===== src/include/fan_hyst_pkg.sv =====
// Constants for the fan hysteresis and temperature offset register bank
// Contract
// RULE1: The low nibble of the first hysteresis register sets 0 to 15 degrees for on-chip loops.
// RULE2: The high nibble of the first hysteresis register sets 0 to 15 degrees for remote A.
// RULE3: The low nibble of the second hysteresis register sets 0 to 15 degrees for cpu loops.
// RULE4: The high nibble of the second hysteresis register sets 0 to 15 degrees for remote B.
// RULE5: Below fan-start the fan holds minimum duty until threshold minus hysteresis.
// RULE6: Above the critical limit the fan runs full until below limit minus hysteresis.
// RULE7: Software should not program any hysteresis below 4 degrees to avoid fan cycling.
// RULE8: While the global lock bit is set all these registers ignore writes.
// RULE9: Bit 0 of the test-enable register puts the device into logic-tree pin test mode.
// RULE10: Software must not write the upper seven reserved bits of the test-enable register.
// RULE11: The remote A offset register is added to every remote A measurement.
// RULE12: The on-chip offset register is added to every on-chip measurement.
// RULE13: The offset range bit of the fifth configuration register selects offset range and step.
// RULE14: Hysteresis registers reset to 0x44, test-enable and offset registers reset to zero.
// RULE15: Each hysteresis nibble is an unsigned count of whole degrees taken off the threshold.
package fan_hyst_pkg;

  // ---------------------------------------------------------------------------
  // Register offsets
  // ---------------------------------------------------------------------------
  localparam logic [7:0] HYST_REMOTE_A_ONCHIP_ADDR = 8'h6d;
  localparam logic [7:0] HYST_REMOTE_B_CPU_ADDR    = 8'h6e;
  localparam logic [7:0] LOGIC_TREE_TEST_ADDR      = 8'h6f;
  localparam logic [7:0] REMOTE_A_OFFSET_ADDR      = 8'h70;
  localparam logic [7:0] ONCHIP_OFFSET_ADDR        = 8'h71;

  // ---------------------------------------------------------------------------
  // Reset values and fields
  // ---------------------------------------------------------------------------
  localparam logic [7:0] HYST_RESET      = 8'h44;
  localparam logic [7:0] TEST_RESET      = 8'h00;
  localparam logic [7:0] OFFSET_RESET    = 8'h00;
  localparam logic [7:0] UNMAPPED_READ   = 8'h00;
  localparam int         LO_NIB_LSB      = 0;
  localparam int         HI_NIB_LSB      = 4;
  localparam int         NIB_W           = 4;
  localparam int         TEST_ON_BIT     = 0;

  // ---------------------------------------------------------------------------
  // Channels and temperature format
  // ---------------------------------------------------------------------------
  localparam int         NUM_CH          = 4;
  localparam int         CH_ONCHIP       = 0;
  localparam int         CH_REMOTE_A     = 1;
  localparam int         CH_CPU          = 2;
  localparam int         CH_REMOTE_B     = 3;
  localparam int         TEMP_W          = 10;
  localparam int         FRAC_BITS       = 2;
  localparam logic [7:0] FULL_DUTY       = 8'hff;
  localparam logic [7:0] OFF_DUTY        = 8'h00;

endpackage


===== src/rtl/fan_hysteresis_offset_regs.sv =====
// Hysteresis, offset and logic-tree test registers with the fan loop floor logic
module fan_hysteresis_offset_regs #(
  parameter int TEMP_W = fan_hyst_pkg::TEMP_W
) (
  input  wire logic              clk_i,
  input  wire logic              rst_b_i,
  // Register port from the serial management engine
  input  wire logic [7:0]        reg_addr_i,
  input  wire logic              reg_wr_i,
  input  wire logic [7:0]        reg_wdata_i,
  input  wire logic              reg_rd_i,
  output logic [7:0]             reg_rdata_o,
  // Bits held elsewhere in the configuration space
  input  wire logic              global_lock_i,
  input  wire logic              offset_range_i,
  // Raw measurements, two fraction bits
  input  wire logic [TEMP_W-1:0] onchip_temp_i,
  input  wire logic [TEMP_W-1:0] remote_a_temp_i,
  input  wire logic [TEMP_W-1:0] cpu_temp_i,
  input  wire logic [TEMP_W-1:0] remote_b_temp_i,
  // Loop thresholds, whole degrees, and the minimum fan duty
  input  wire logic [7:0]        onchip_start_temp_i,
  input  wire logic [7:0]        remote_a_start_temp_i,
  input  wire logic [7:0]        cpu_start_temp_i,
  input  wire logic [7:0]        remote_b_start_temp_i,
  input  wire logic [7:0]        onchip_crit_limit_i,
  input  wire logic [7:0]        remote_a_crit_limit_i,
  input  wire logic [7:0]        cpu_crit_limit_i,
  input  wire logic [7:0]        remote_b_crit_limit_i,
  input  wire logic [7:0]        min_fan_duty_i,
  // Results
  output logic [TEMP_W-1:0]      onchip_temp_adj_o,
  output logic [TEMP_W-1:0]      remote_a_temp_adj_o,
  output logic [3:0]             fan_running_o,
  output logic [3:0]             fan_crit_o,
  output logic [7:0]             fan_duty_floor_o,
  output logic                   logic_tree_test_on_o
);

  // ---------------------------------------------------------------------------
  // Parameter check
  // ---------------------------------------------------------------------------
  // Whole-degree thresholds need eight integer bits plus the fraction bits
  if (TEMP_W < fan_hyst_pkg::TEMP_W) begin : g_bad_width
    $error("TEMP_W too small for 8-bit thresholds with fraction bits");
  end

  localparam int                CW      = TEMP_W + 2;
  localparam logic [TEMP_W-1:0] SAT_MAX = {1'b0, {(TEMP_W-1){1'b1}}};
  localparam logic [TEMP_W-1:0] SAT_MIN = {1'b1, {(TEMP_W-1){1'b0}}};

  typedef struct packed {
    logic [7:0]        hyst_remote_a_onchip;
    logic [7:0]        hyst_remote_b_cpu;
    logic [7:0]        logic_tree_test_enable;
    logic [7:0]        remote_a_temp_offset;
    logic [7:0]        onchip_temp_offset;
    logic [7:0]        rdata;
    logic [TEMP_W-1:0] onchip_adj;
    logic [TEMP_W-1:0] remote_a_adj;
    logic [7:0]        duty_floor;
  } regs_s;

  regs_s               state_reg;
  regs_s               state_next;
  logic [3:0]          running;
  logic [3:0]          crit;
  logic [TEMP_W-1:0]   ch_temp [fan_hyst_pkg::NUM_CH];
  logic [7:0]          ch_start [fan_hyst_pkg::NUM_CH];
  logic [7:0]          ch_limit [fan_hyst_pkg::NUM_CH];
  logic [3:0]          ch_hyst [fan_hyst_pkg::NUM_CH];

  // ---------------------------------------------------------------------------
  // Offset correction
  // ---------------------------------------------------------------------------
  // Range bit set: one degree steps; clear: half degree steps for finer trim.
  // Result saturates so a large trim never wraps a hot reading to cold.
  function automatic logic [TEMP_W-1:0] add_offset(input logic [TEMP_W-1:0] raw,
                                                    input logic [7:0]        off,
                                                    input logic              wide);
    logic signed [CW-1:0] raw_s;
    logic signed [CW-1:0] off_s;
    logic signed [CW-1:0] sum;
    raw_s = {{2{raw[TEMP_W-1]}}, raw};
    off_s = wide ? {{(CW-10){off[7]}}, off, 2'b00}
                 : {{(CW-9){off[7]}}, off, 1'b0}; // RULE13
    sum   = raw_s + off_s;
    if (sum > $signed({2'b00, SAT_MAX})) begin
      add_offset = SAT_MAX;
    end else if (sum < $signed({2'b11, SAT_MIN})) begin
      add_offset = SAT_MIN;
    end else begin
      add_offset = sum[TEMP_W-1:0];
    end
  endfunction

  // ---------------------------------------------------------------------------
  // Register file and read path
  // ---------------------------------------------------------------------------
  always_comb begin
    state_next = state_reg;
    // Writes are dropped silently while locked; reads still work
    if (reg_wr_i && !global_lock_i) begin // RULE8
      if (reg_addr_i == fan_hyst_pkg::HYST_REMOTE_A_ONCHIP_ADDR) begin
        state_next.hyst_remote_a_onchip = reg_wdata_i;
      end else if (reg_addr_i == fan_hyst_pkg::HYST_REMOTE_B_CPU_ADDR) begin
        state_next.hyst_remote_b_cpu = reg_wdata_i;
      end else if (reg_addr_i == fan_hyst_pkg::LOGIC_TREE_TEST_ADDR) begin
        // Reserved bits are stored as written so software reads back its value
        state_next.logic_tree_test_enable = reg_wdata_i; // RULE10
      end else if (reg_addr_i == fan_hyst_pkg::REMOTE_A_OFFSET_ADDR) begin
        state_next.remote_a_temp_offset = reg_wdata_i;
      end else if (reg_addr_i == fan_hyst_pkg::ONCHIP_OFFSET_ADDR) begin
        state_next.onchip_temp_offset = reg_wdata_i;
      end
    end
    if (reg_rd_i) begin
      if (reg_addr_i == fan_hyst_pkg::HYST_REMOTE_A_ONCHIP_ADDR) begin
        state_next.rdata = state_reg.hyst_remote_a_onchip;
      end else if (reg_addr_i == fan_hyst_pkg::HYST_REMOTE_B_CPU_ADDR) begin
        state_next.rdata = state_reg.hyst_remote_b_cpu;
      end else if (reg_addr_i == fan_hyst_pkg::LOGIC_TREE_TEST_ADDR) begin
        state_next.rdata = state_reg.logic_tree_test_enable;
      end else if (reg_addr_i == fan_hyst_pkg::REMOTE_A_OFFSET_ADDR) begin
        state_next.rdata = state_reg.remote_a_temp_offset;
      end else if (reg_addr_i == fan_hyst_pkg::ONCHIP_OFFSET_ADDR) begin
        state_next.rdata = state_reg.onchip_temp_offset;
      end else begin
        state_next.rdata = fan_hyst_pkg::UNMAPPED_READ;
      end
    end
    state_next.remote_a_adj = add_offset(remote_a_temp_i, state_reg.remote_a_temp_offset,
                                         offset_range_i); // RULE11
    state_next.onchip_adj   = add_offset(onchip_temp_i, state_reg.onchip_temp_offset,
                                         offset_range_i); // RULE12
    // Critical overrides everything; any loop above start keeps the minimum
    if (|crit) begin
      state_next.duty_floor = fan_hyst_pkg::FULL_DUTY; // RULE6
    end else if (|running) begin
      state_next.duty_floor = min_fan_duty_i; // RULE5
    end else begin
      state_next.duty_floor = fan_hyst_pkg::OFF_DUTY;
    end
  end

  always_ff @(posedge clk_i or negedge rst_b_i) begin
    if (!rst_b_i) begin
      state_reg.hyst_remote_a_onchip   <= fan_hyst_pkg::HYST_RESET; // RULE14
      state_reg.hyst_remote_b_cpu      <= fan_hyst_pkg::HYST_RESET;
      state_reg.logic_tree_test_enable <= fan_hyst_pkg::TEST_RESET;
      state_reg.remote_a_temp_offset   <= fan_hyst_pkg::OFFSET_RESET;
      state_reg.onchip_temp_offset     <= fan_hyst_pkg::OFFSET_RESET;
      state_reg.rdata                  <= 8'h00;
      state_reg.onchip_adj             <= '0;
      state_reg.remote_a_adj           <= '0;
      state_reg.duty_floor             <= fan_hyst_pkg::OFF_DUTY;
    end else begin
      state_reg <= state_next;
    end
  end

  // ---------------------------------------------------------------------------
  // Channel loops
  // ---------------------------------------------------------------------------
  // On-chip and remote A loops see the offset-corrected readings
  assign ch_temp[fan_hyst_pkg::CH_ONCHIP]   = state_reg.onchip_adj;
  assign ch_temp[fan_hyst_pkg::CH_REMOTE_A] = state_reg.remote_a_adj;
  assign ch_temp[fan_hyst_pkg::CH_CPU]      = cpu_temp_i;
  assign ch_temp[fan_hyst_pkg::CH_REMOTE_B] = remote_b_temp_i;

  assign ch_start[fan_hyst_pkg::CH_ONCHIP]   = onchip_start_temp_i;
  assign ch_start[fan_hyst_pkg::CH_REMOTE_A] = remote_a_start_temp_i;
  assign ch_start[fan_hyst_pkg::CH_CPU]      = cpu_start_temp_i;
  assign ch_start[fan_hyst_pkg::CH_REMOTE_B] = remote_b_start_temp_i;

  assign ch_limit[fan_hyst_pkg::CH_ONCHIP]   = onchip_crit_limit_i;
  assign ch_limit[fan_hyst_pkg::CH_REMOTE_A] = remote_a_crit_limit_i;
  assign ch_limit[fan_hyst_pkg::CH_CPU]      = cpu_crit_limit_i;
  assign ch_limit[fan_hyst_pkg::CH_REMOTE_B] = remote_b_crit_limit_i;

  assign ch_hyst[fan_hyst_pkg::CH_ONCHIP] =
    state_reg.hyst_remote_a_onchip[fan_hyst_pkg::LO_NIB_LSB +: fan_hyst_pkg::NIB_W]; // RULE1
  assign ch_hyst[fan_hyst_pkg::CH_REMOTE_A] =
    state_reg.hyst_remote_a_onchip[fan_hyst_pkg::HI_NIB_LSB +: fan_hyst_pkg::NIB_W]; // RULE2
  assign ch_hyst[fan_hyst_pkg::CH_CPU] =
    state_reg.hyst_remote_b_cpu[fan_hyst_pkg::LO_NIB_LSB +: fan_hyst_pkg::NIB_W]; // RULE3
  assign ch_hyst[fan_hyst_pkg::CH_REMOTE_B] =
    state_reg.hyst_remote_b_cpu[fan_hyst_pkg::HI_NIB_LSB +: fan_hyst_pkg::NIB_W]; // RULE4

  for (genvar ch = 0; ch < fan_hyst_pkg::NUM_CH; ch++) begin : g_ch
    hyst_channel #(
      .TEMP_W       (TEMP_W)
    ) u_ch (
      .clk_i        (clk_i),
      .rst_b_i      (rst_b_i),
      .temp_i       (ch_temp[ch]),
      .start_temp_i (ch_start[ch]),
      .crit_limit_i (ch_limit[ch]),
      .hyst_i       (ch_hyst[ch]),
      .running_o    (running[ch]),
      .crit_o       (crit[ch])
    );
  end

  // ---------------------------------------------------------------------------
  // Outputs
  // ---------------------------------------------------------------------------
  assign reg_rdata_o          = state_reg.rdata;
  assign onchip_temp_adj_o    = state_reg.onchip_adj;
  assign remote_a_temp_adj_o  = state_reg.remote_a_adj;
  assign fan_running_o        = running;
  assign fan_crit_o           = crit;
  assign fan_duty_floor_o     = state_reg.duty_floor;
  assign logic_tree_test_on_o =
    state_reg.logic_tree_test_enable[fan_hyst_pkg::TEST_ON_BIT]; // RULE9

endmodule


===== src/rtl/hyst_channel.sv =====
// One temperature channel: fan-start and critical-limit compare with hysteresis
module hyst_channel #(
  parameter int TEMP_W = fan_hyst_pkg::TEMP_W
) (
  input  wire logic              clk_i,
  input  wire logic              rst_b_i,
  input  wire logic [TEMP_W-1:0] temp_i,
  input  wire logic [7:0]        start_temp_i,
  input  wire logic [7:0]        crit_limit_i,
  input  wire logic [3:0]        hyst_i,
  output logic                   running_o,
  output logic                   crit_o
);

  localparam int CW = TEMP_W + 2;

  // Whole-degree thresholds need eight integer bits plus the fraction bits
  if (TEMP_W < fan_hyst_pkg::TEMP_W) begin : g_bad_width
    $error("TEMP_W too small for 8-bit thresholds with fraction bits");
  end

  typedef struct packed {
    logic running;
    logic crit;
  } ch_state_s;

  ch_state_s         state_reg;
  ch_state_s         state_next;
  logic signed [CW-1:0] temp_s;
  logic signed [CW-1:0] start_s;
  logic signed [CW-1:0] limit_s;
  logic signed [CW-1:0] hyst_s;

  // Thresholds are whole degrees, temperature carries two fraction bits
  assign temp_s  = {{2{temp_i[TEMP_W-1]}}, temp_i};
  assign start_s = {{(CW-10){start_temp_i[7]}}, start_temp_i, 2'b00};
  assign limit_s = {{(CW-10){crit_limit_i[7]}}, crit_limit_i, 2'b00};
  assign hyst_s  = {{(CW-6){1'b0}}, hyst_i, 2'b00}; // RULE15

  always_comb begin
    state_next = state_reg;
    if (temp_s > start_s) begin
      state_next.running = 1'b1;
    end else if (temp_s <= start_s - hyst_s) begin // RULE5
      state_next.running = 1'b0;
    end
    if (temp_s > limit_s) begin
      state_next.crit = 1'b1;
    end else if (temp_s < limit_s - hyst_s) begin // RULE6
      state_next.crit = 1'b0;
    end
  end

  always_ff @(posedge clk_i or negedge rst_b_i) begin
    if (!rst_b_i) begin
      state_reg <= '0;
    end else begin
      state_reg <= state_next;
    end
  end

  assign running_o = state_reg.running;
  assign crit_o    = state_reg.crit;

endmodule


===== config.mk =====
export PLATFORM = sky130hd
export DESIGN_NAME = fan_hysteresis_offset_regs
export DESIGN_NICKNAME = d
export VERILOG_FILES = /design/src/include/fan_hyst_pkg.sv /design/src/rtl/fan_hysteresis_offset_regs.sv /design/src/rtl/hyst_channel.sv
export SDC_FILE = /design/constraint.sdc
export NUM_CORES = 1
export LEC_CHECK = 0
export BUFFER_PORTS_ARGS = -buffer_cell sky130_fd_sc_hd__clkbuf_2
export CAP_MARGIN = 20
export CORE_MARGIN = 4
export CORE_UTILIZATION = 58
export CTS_CLUSTER_SIZE = 25
export DETAILED_ROUTE_END_ITERATION = 7
export PLACE_DENSITY = 0.83
export SETUP_SLACK_MARGIN = 0.4
export SLEW_MARGIN = 40
export SYNTH_ARGS = -nofsm -noshare
export SYNTH_HDL_FRONTEND = slang
export SYNTH_SLANG_ARGS = --single-unit

===== constraint.sdc =====
create_clock -name clk_i -period 4.3 [get_ports clk_i]
set_input_delay 0.86 -clock clk_i [delete_from_list [all_inputs] [get_ports clk_i]]
set_output_delay 0.86 -clock clk_i [all_outputs]
set_load 0.1 [all_outputs]

==> results.cfg, run 1 <==
[global_route]
overflow = 0
grt_max_degree = 51
grt_usage_pct = 26.48
grt_pass1_wl_um = 39350
antenna_found_initial = 0
grt_pass1_vias = 8178

[synth]
synthesis.nets = 1378
synth-edff-count = 0
yosysWarnings = 0
syn_area_um2 = 9497
ys.flop_type = dfrtp_1
syn_area_per_cell_um2 = 9.027
synthArstFlopShare_pct = 100.0
synth_cell_types = 67
synthCells = 1052
synth_seq_cells = 84
ys_seq_area_share_pct = 22.19

[setup_path]
cp-end-kind = flip-flop
required_ns = 4.51
critical_path_class = input port to flip-flop
start_kind = input port
r2r_start = ch_hyst[6]
cp_max_fo = 4
ff2ff_path_depth = 12
r2r-end = g_ch[2].u_ch.running_o
cp.arrival_ns = 3.85
reg2reg_slack_ns = 0.76

[final_layout]
largest_reg_flops = 23
layout_common_cells = 182 x ha_1, 177 x clkbuf_2, 124 x inv_1, 80 x dfrtp_1, 60 x o21ai_0
final_common_cell = ha_1
antenna_cells = 0
fin_nets = 1509
postLayoutCoreUtil_pct = 66.39
fin_cells = 1404
fillers = 1343
drive_above_1_share_pct = 22.64
synthToLayoutAreaGrowth_pct = 11.46
final_area_um2 = 10590

[place]
dp_cells = 1388
post_dp_cell_area_um2 = 10270
portBuffers = 178
routabilityCongestion = 0.9810
dp_hpwl_um = 20200
dp_slack_ns = 0.3019

[clocking]
cts_root_buf = clkbuf_16
cts_buffers = 9
clock_sinks = 84
cts_hold_buf = 0
insertion_delay_ns = 0.34
cts_resized = 0
h-tree-depth = 3
postCtsSetupRepairBufs = 0
cts_tree = yes
clk_pin_slew_ns = 0.06
cts_buffer_depth = 2

[sta]
fmax_mhz = 274.4
holdWs_ns = 0.5058
setup-violations-final = 0
post-route-period-util_pct = 84.76
fin_ws_ns = 0.6552
maxSlewViolCount = 0
tightest_slew_ns = 0.8341
rsz0062_at_grt = no
layout_min_cycle_time_ns = 3.645
tns_ns = 0
worst_slew_margin_rel_pct = 43.97
finalHoldViolCount = 0
fin_skew_ns = 0.006264

[route]
routedWlPerCell_um = 17.27
drt-total-wl_um = 24250
drtAntennaViolNets = 0
vias = 8166
viasPerCell = 5.816
first_pass_iters = 5
drc_errors = 0
drt_iter0_drc = 394

[power]
peakVddDrop_v = 0.0001882
power_mw = 2.901
p_leak_nw = 5.689
p_per_area_nw_per_um2 = 274.1

[worst_hold_path]
min_delay_worst_endpoint = reg_rdata_o[6]
min_path_cells = 2
hold_class = flip-flop to flip-flop
min-delay-start = reg_rdata_o[6]

[die]
io_pins = 179
chipWidth_um = 136.0
fp.dieH_um = 136.0
dieArea_um2 = 18490
initial_utilization_pct = 59.57
fp.coreArea_um2 = 15940
rows = 46

[run_status]
outcome = finished clean

[job]
maxCapViolations = 0
==> worst max path at each step <==
| stage | startpoint | endpoint | slack (ns) | cells after the start |
|---|---|---|---|---|
| finish | remote_a_start_temp_i[0] | g_ch[1].u_ch.running_o | 0.66 | 14 |
| CTS | cpu_start_temp_i[0] | g_ch[2].u_ch.running_o | 0.67 | 14 |
| detailed placement | cpu_start_temp_i[0] | g_ch[2].u_ch.running_o | 0.30 | 14 |
| global route | cpu_start_temp_i[0] | g_ch[2].u_ch.running_o | 0.45 | 14 |
| floorplan | cpu_start_temp_i[0] | g_ch[2].u_ch.running_o | 0.65 | 13 |
| global placement | cpu_start_temp_i[0] | g_ch[2].u_ch.running_o | 0.40 | 14 |
==> power breakdown <==
| part | switching [mW] | internal, mW |
|---|---|---|
| Combinational | 0.770 | 0.413 |
| Sequential | 0.0748 | 0.844 |
| Clock | 0.316 | 0.483 |
==> worst max-delay path: stages <==
cell and delay (ns):
clkbuf_2 0.10, inv_1 0.05, ha_1 0.21, fa_1 0.42
nor2b_1 0.13, o21ai_0 0.16, nor2b_1 0.19, xnor2_1 0.12
ha_1 0.30, nand4_1 0.09, or4b_2 0.63, mux2_2 0.27
a31oi_1 0.17, o221ai_1 0.14
==> Yosys cell counts, drive strengths merged, types with 3 or more instances <==
cell type	count	area share (%)
and3b	3	0.28
a211o	9	0.83
mux2	45	5.7
o221a	4	0.47
nor3	13	0.69
dfrtp	80	21
buf	51	3.9
and2	4	0.26
a211oi	12	1.0
nand3	22	1.2
o21ai	61	3.2
a21oi	59	3.1
clkbuf	10	0.40
and3	16	1.1
o2111ai	5	0.46
mux2i	4	0.42
a31o	4	0.37
a221oi	5	0.46
o22ai	3	0.20
o211a	4	0.42
xnor2	35	3.2
nand2b	14	0.92
o21bai	4	0.32
o211ai	9	0.71
dfstp	4	1.1
a2111o	3	0.36
a31oi	8	0.53
a22oi	4	0.32
fa	10	2.1
xor2	12	1.1
nor2	51	2.0
nor4	3	0.20
a21o	37	2.9
nand4	14	0.92
nor2b	34	2.2
or4b	6	0.63
or2	4	0.26
o21a	12	0.95
ha	182	24
inv	124	4.9
o41ai	9	0.91
nand2	30	1.2
nor4b	5	0.62
o31ai	3	0.24
o221ai	5	0.46
==> kinds of logic after synthesis <==
logic type | share of synthesized area (%)
adder cells (fa/ha/maj) | 26.30
AND/OR/NAND/NOR | 13.10
buffers and inverters | 9.210
AO/OA/AOI/OAI | 18.80
flip-flops | 22.19
multiplexers | 6.074
XOR/XNOR | 4.335
==> area by class of cell <==
cell class	count	area, µm²	share of cell area, %
Multi-Input combinational cell	783	6515	61.55
Sequential cell	84	2107	19.91
Timing Repair Buffer	181	915.9	8.652
Inverter	124	465.4	4.397
Tap cell	216	270.3	2.553
Clock buffer	11	252.7	2.388
Clock inverter	5	58.81	0.5556
==> per-layer routing <==
| layer | part of all wire (%) | GRT usage (%) | vias up | wire length [µm] |
|---|---|---|---|---|
| li1 | - | - | 4026 | - |
| met1 | 43 | 33.53 | 3832 | 10310 |
| met2 | 49 | 47.07 | 269 | 11880 |
| met3 | 6.6 | 4.034 | 39 | 1589 |
| met4 | 1.9 | 7.111 | 0 | 469 |
| met5 | 0 | 0 | - | 0 |
Note: power is estimated with default switching activity, not from simulation.
==> run 2, diff against run 1 <==
clock period = 3.4 ns   (was 4.3 ns; I/O delays follow)
==> run 2 against run 1 <==
Flip-flop and latch count did not move. Critical path depth is the same. Clock power grew 34%.
==> results.cfg, run 2 (same netlist as run 1, synthesis figures left out) <==
[sta]
worst_slew_margin_rel_pct = 54.95
rsz0062_at_grt = yes
setup-violations-final = 0
fmax_mhz = 319.6
tightest_slew_ns = 0.6758
fin_skew_ns = 0.005523
finalHoldViolCount = 0
holdWs_ns = 0.3416
layout_min_cycle_time_ns = 3.129
maxSlewViolCount = 0
post-route-period-util_pct = 92.02

[power]
sw_frac_of_total_pct = 39.93
seq_power_share_pct = 30.4
power_frac_comb_pct = 41.8
p_per_area_nw_per_um2 = 344.0
peakVddDrop_v = 0.0002772
internal_power_mw = 2.298
power_mw = 3.825
p_clk_share_pct = 27.9
switching_power_mw = 1.527
p_leak_nw = 5.853

[final_layout]
postLayoutCoreUtil_pct = 69.75
drive_above_1_share_pct = 28.50
fin_nets = 1528
antenna_cells = 0
multi_input_area_um2 = 6812
largest_reg_flops = 23
layout_common_cells = 174 x ha_1, 174 x clkbuf_2, 116 x inv_1, 73 x dfrtp_1, 57 x a21oi_1
final_area_um2 = 11120
regArea_um2 = 2116
fillers = 1206
fin_cells = 1423
synthToLayoutAreaGrowth_pct = 17.09

[die]
io_pins = 179
fp.dieH_um = 136.0
dieArea_um2 = 18490
rows = 46
fp.coreArea_um2 = 15940
chipWidth_um = 136.0
initial_utilization_pct = 59.57

[route]
drt_iter0_drc = 372
first_pass_iters = 5
vias = 8269
routedWlPerCell_um = 17.28
drc_errors = 0
drt-total-wl_um = 24590
drtAntennaViolNets = 0
viasPerCell = 5.811

[global_route]
grt_pass1_wl_um = 38710
antenna_found_initial = 0
grt_max_degree = 85
grt_usage_pct = 26.14
overflow = 0
grt_pass1_vias = 8031

[setup_path]
cp_max_fo = 4
r2r_start = ch_hyst[8]
required_ns = 3.63
crit_start = remote_a_start_temp_i[0]
critical_path_class = input port to flip-flop
cp.arrival_ns = 3.36
reg2reg_slack_ns = 0.29
cp-end-kind = flip-flop
start_kind = input port

[run_status]
outcome = finished clean

[place]
routabilityCongestion = 0.9374
dp_cells = 1393
dp_hpwl_um = 20300
post_dp_cell_area_um2 = 10470
portBuffers = 178

[clocking]
clock_sinks = 84
insertion_delay_ns = 0.35
cts_tree = yes
h-tree-depth = 3
cts_buffer_depth = 2
clk_pin_slew_ns = 0.06
cts_buffers = 9
cts_root_buf = clkbuf_16

[worst_hold_path]
hold_class = input port to async pin

[job]
maxCapViolations = 0
==> run 2: cell types whose count changed in the layout (fill, tap and decap cells not counted), moves of 5 or more <==
cell,previous run,this run
buf_4,4,22
dfrtp_1,80,73
dfrtp_2,0,7
fa_1,10,5
fa_2,0,5
ha_1,182,174
ha_4,0,8
inv_1,124,116
nor2b_1,34,29
o21ai_0,60,50
o21ai_1,1,7
==> run 2: final timing paths <==
| check | endpoint | cells after the start |
|---|---|---|
| max in group asynchronous | ch_hyst[0] | 1 |
| worst max-delay path | g_ch[1].u_ch.running_o | 14 |
| worst min-delay path | g_ch[0].u_ch.crit_o | 1 |
| worst min register to register | reg_rdata_o[6] | 2 |
| min in group clk_i | reg_rdata_o[6] | 2 |
| worst max register to register | g_ch[1].u_ch.running_o | 12 |
==> run 2: worst max-delay path, cell delays in order <==
cell	delay, ns
clkbuf_8	0.13
inv_12	0.03
ha_4	0.15
fa_2	0.41
nor2b_4	0.16
o21ai_4	0.08
nor2b_4	0.13
xnor2_1	0.12
ha_1	0.30
nand4_1	0.11
or4b_4	0.50
mux2_4	0.29
a31oi_4	0.14
o221ai_2	0.11
==> run 2: power groups by stage <==
stage / combinational [mW] / sequential (mW) / clock [mW]
CTS: 1.54 / 1.16 / 1.08
global placement: 1.46 / 1.18 / 0
detailed placement: 1.51 / 1.18 / 0
global route: 1.75 / 1.17 / 1.12
floorplan: 1.20 / 1.13 / 0
finish: 1.60 / 1.16 / 1.07
==> run 2: routing by layer <==
layer | track usage (%) | up-vias | wire [µm]
li1 | - | 4065 | -
met1 | 33.90 | 3900 | 10550
met2 | 43.36 | 243 | 11680
met3 | 3.923 | 61 | 1413
met4 | 11.48 | 0 | 947
met5 | 0 | - | 0
==> run 2: area by class of cell <==
cell class | instances | area share [%]
clock inverter | 7 | 0.9002
timing repair buffer | 200 | 9.812
inverter | 124 | 4.546
multi-input combinational | 783 | 61.26
sequential | 84 | 19.03
clock buffer | 9 | 2.025
tap | 216 | 2.431
==> run 2: per-stage QoR <==
stage,TNS (ns),worst slack [ns]
after floorplan,0,0.2102
after global placement,-0.2244,-0.1011
after detailed placement,-0.4495,-0.1630
after CTS,0,0.2990
after global routing,0,0.1781
final,0,0.2712
==> run 2: timing repair <==
item | in CTS | in global routing
hold buffers | 0 | 0
setup buffers | 8 | 6
resized for setup | 23 | 33
endpoints found under the setup margin | 7 | 16
pin swaps | 15 | 21
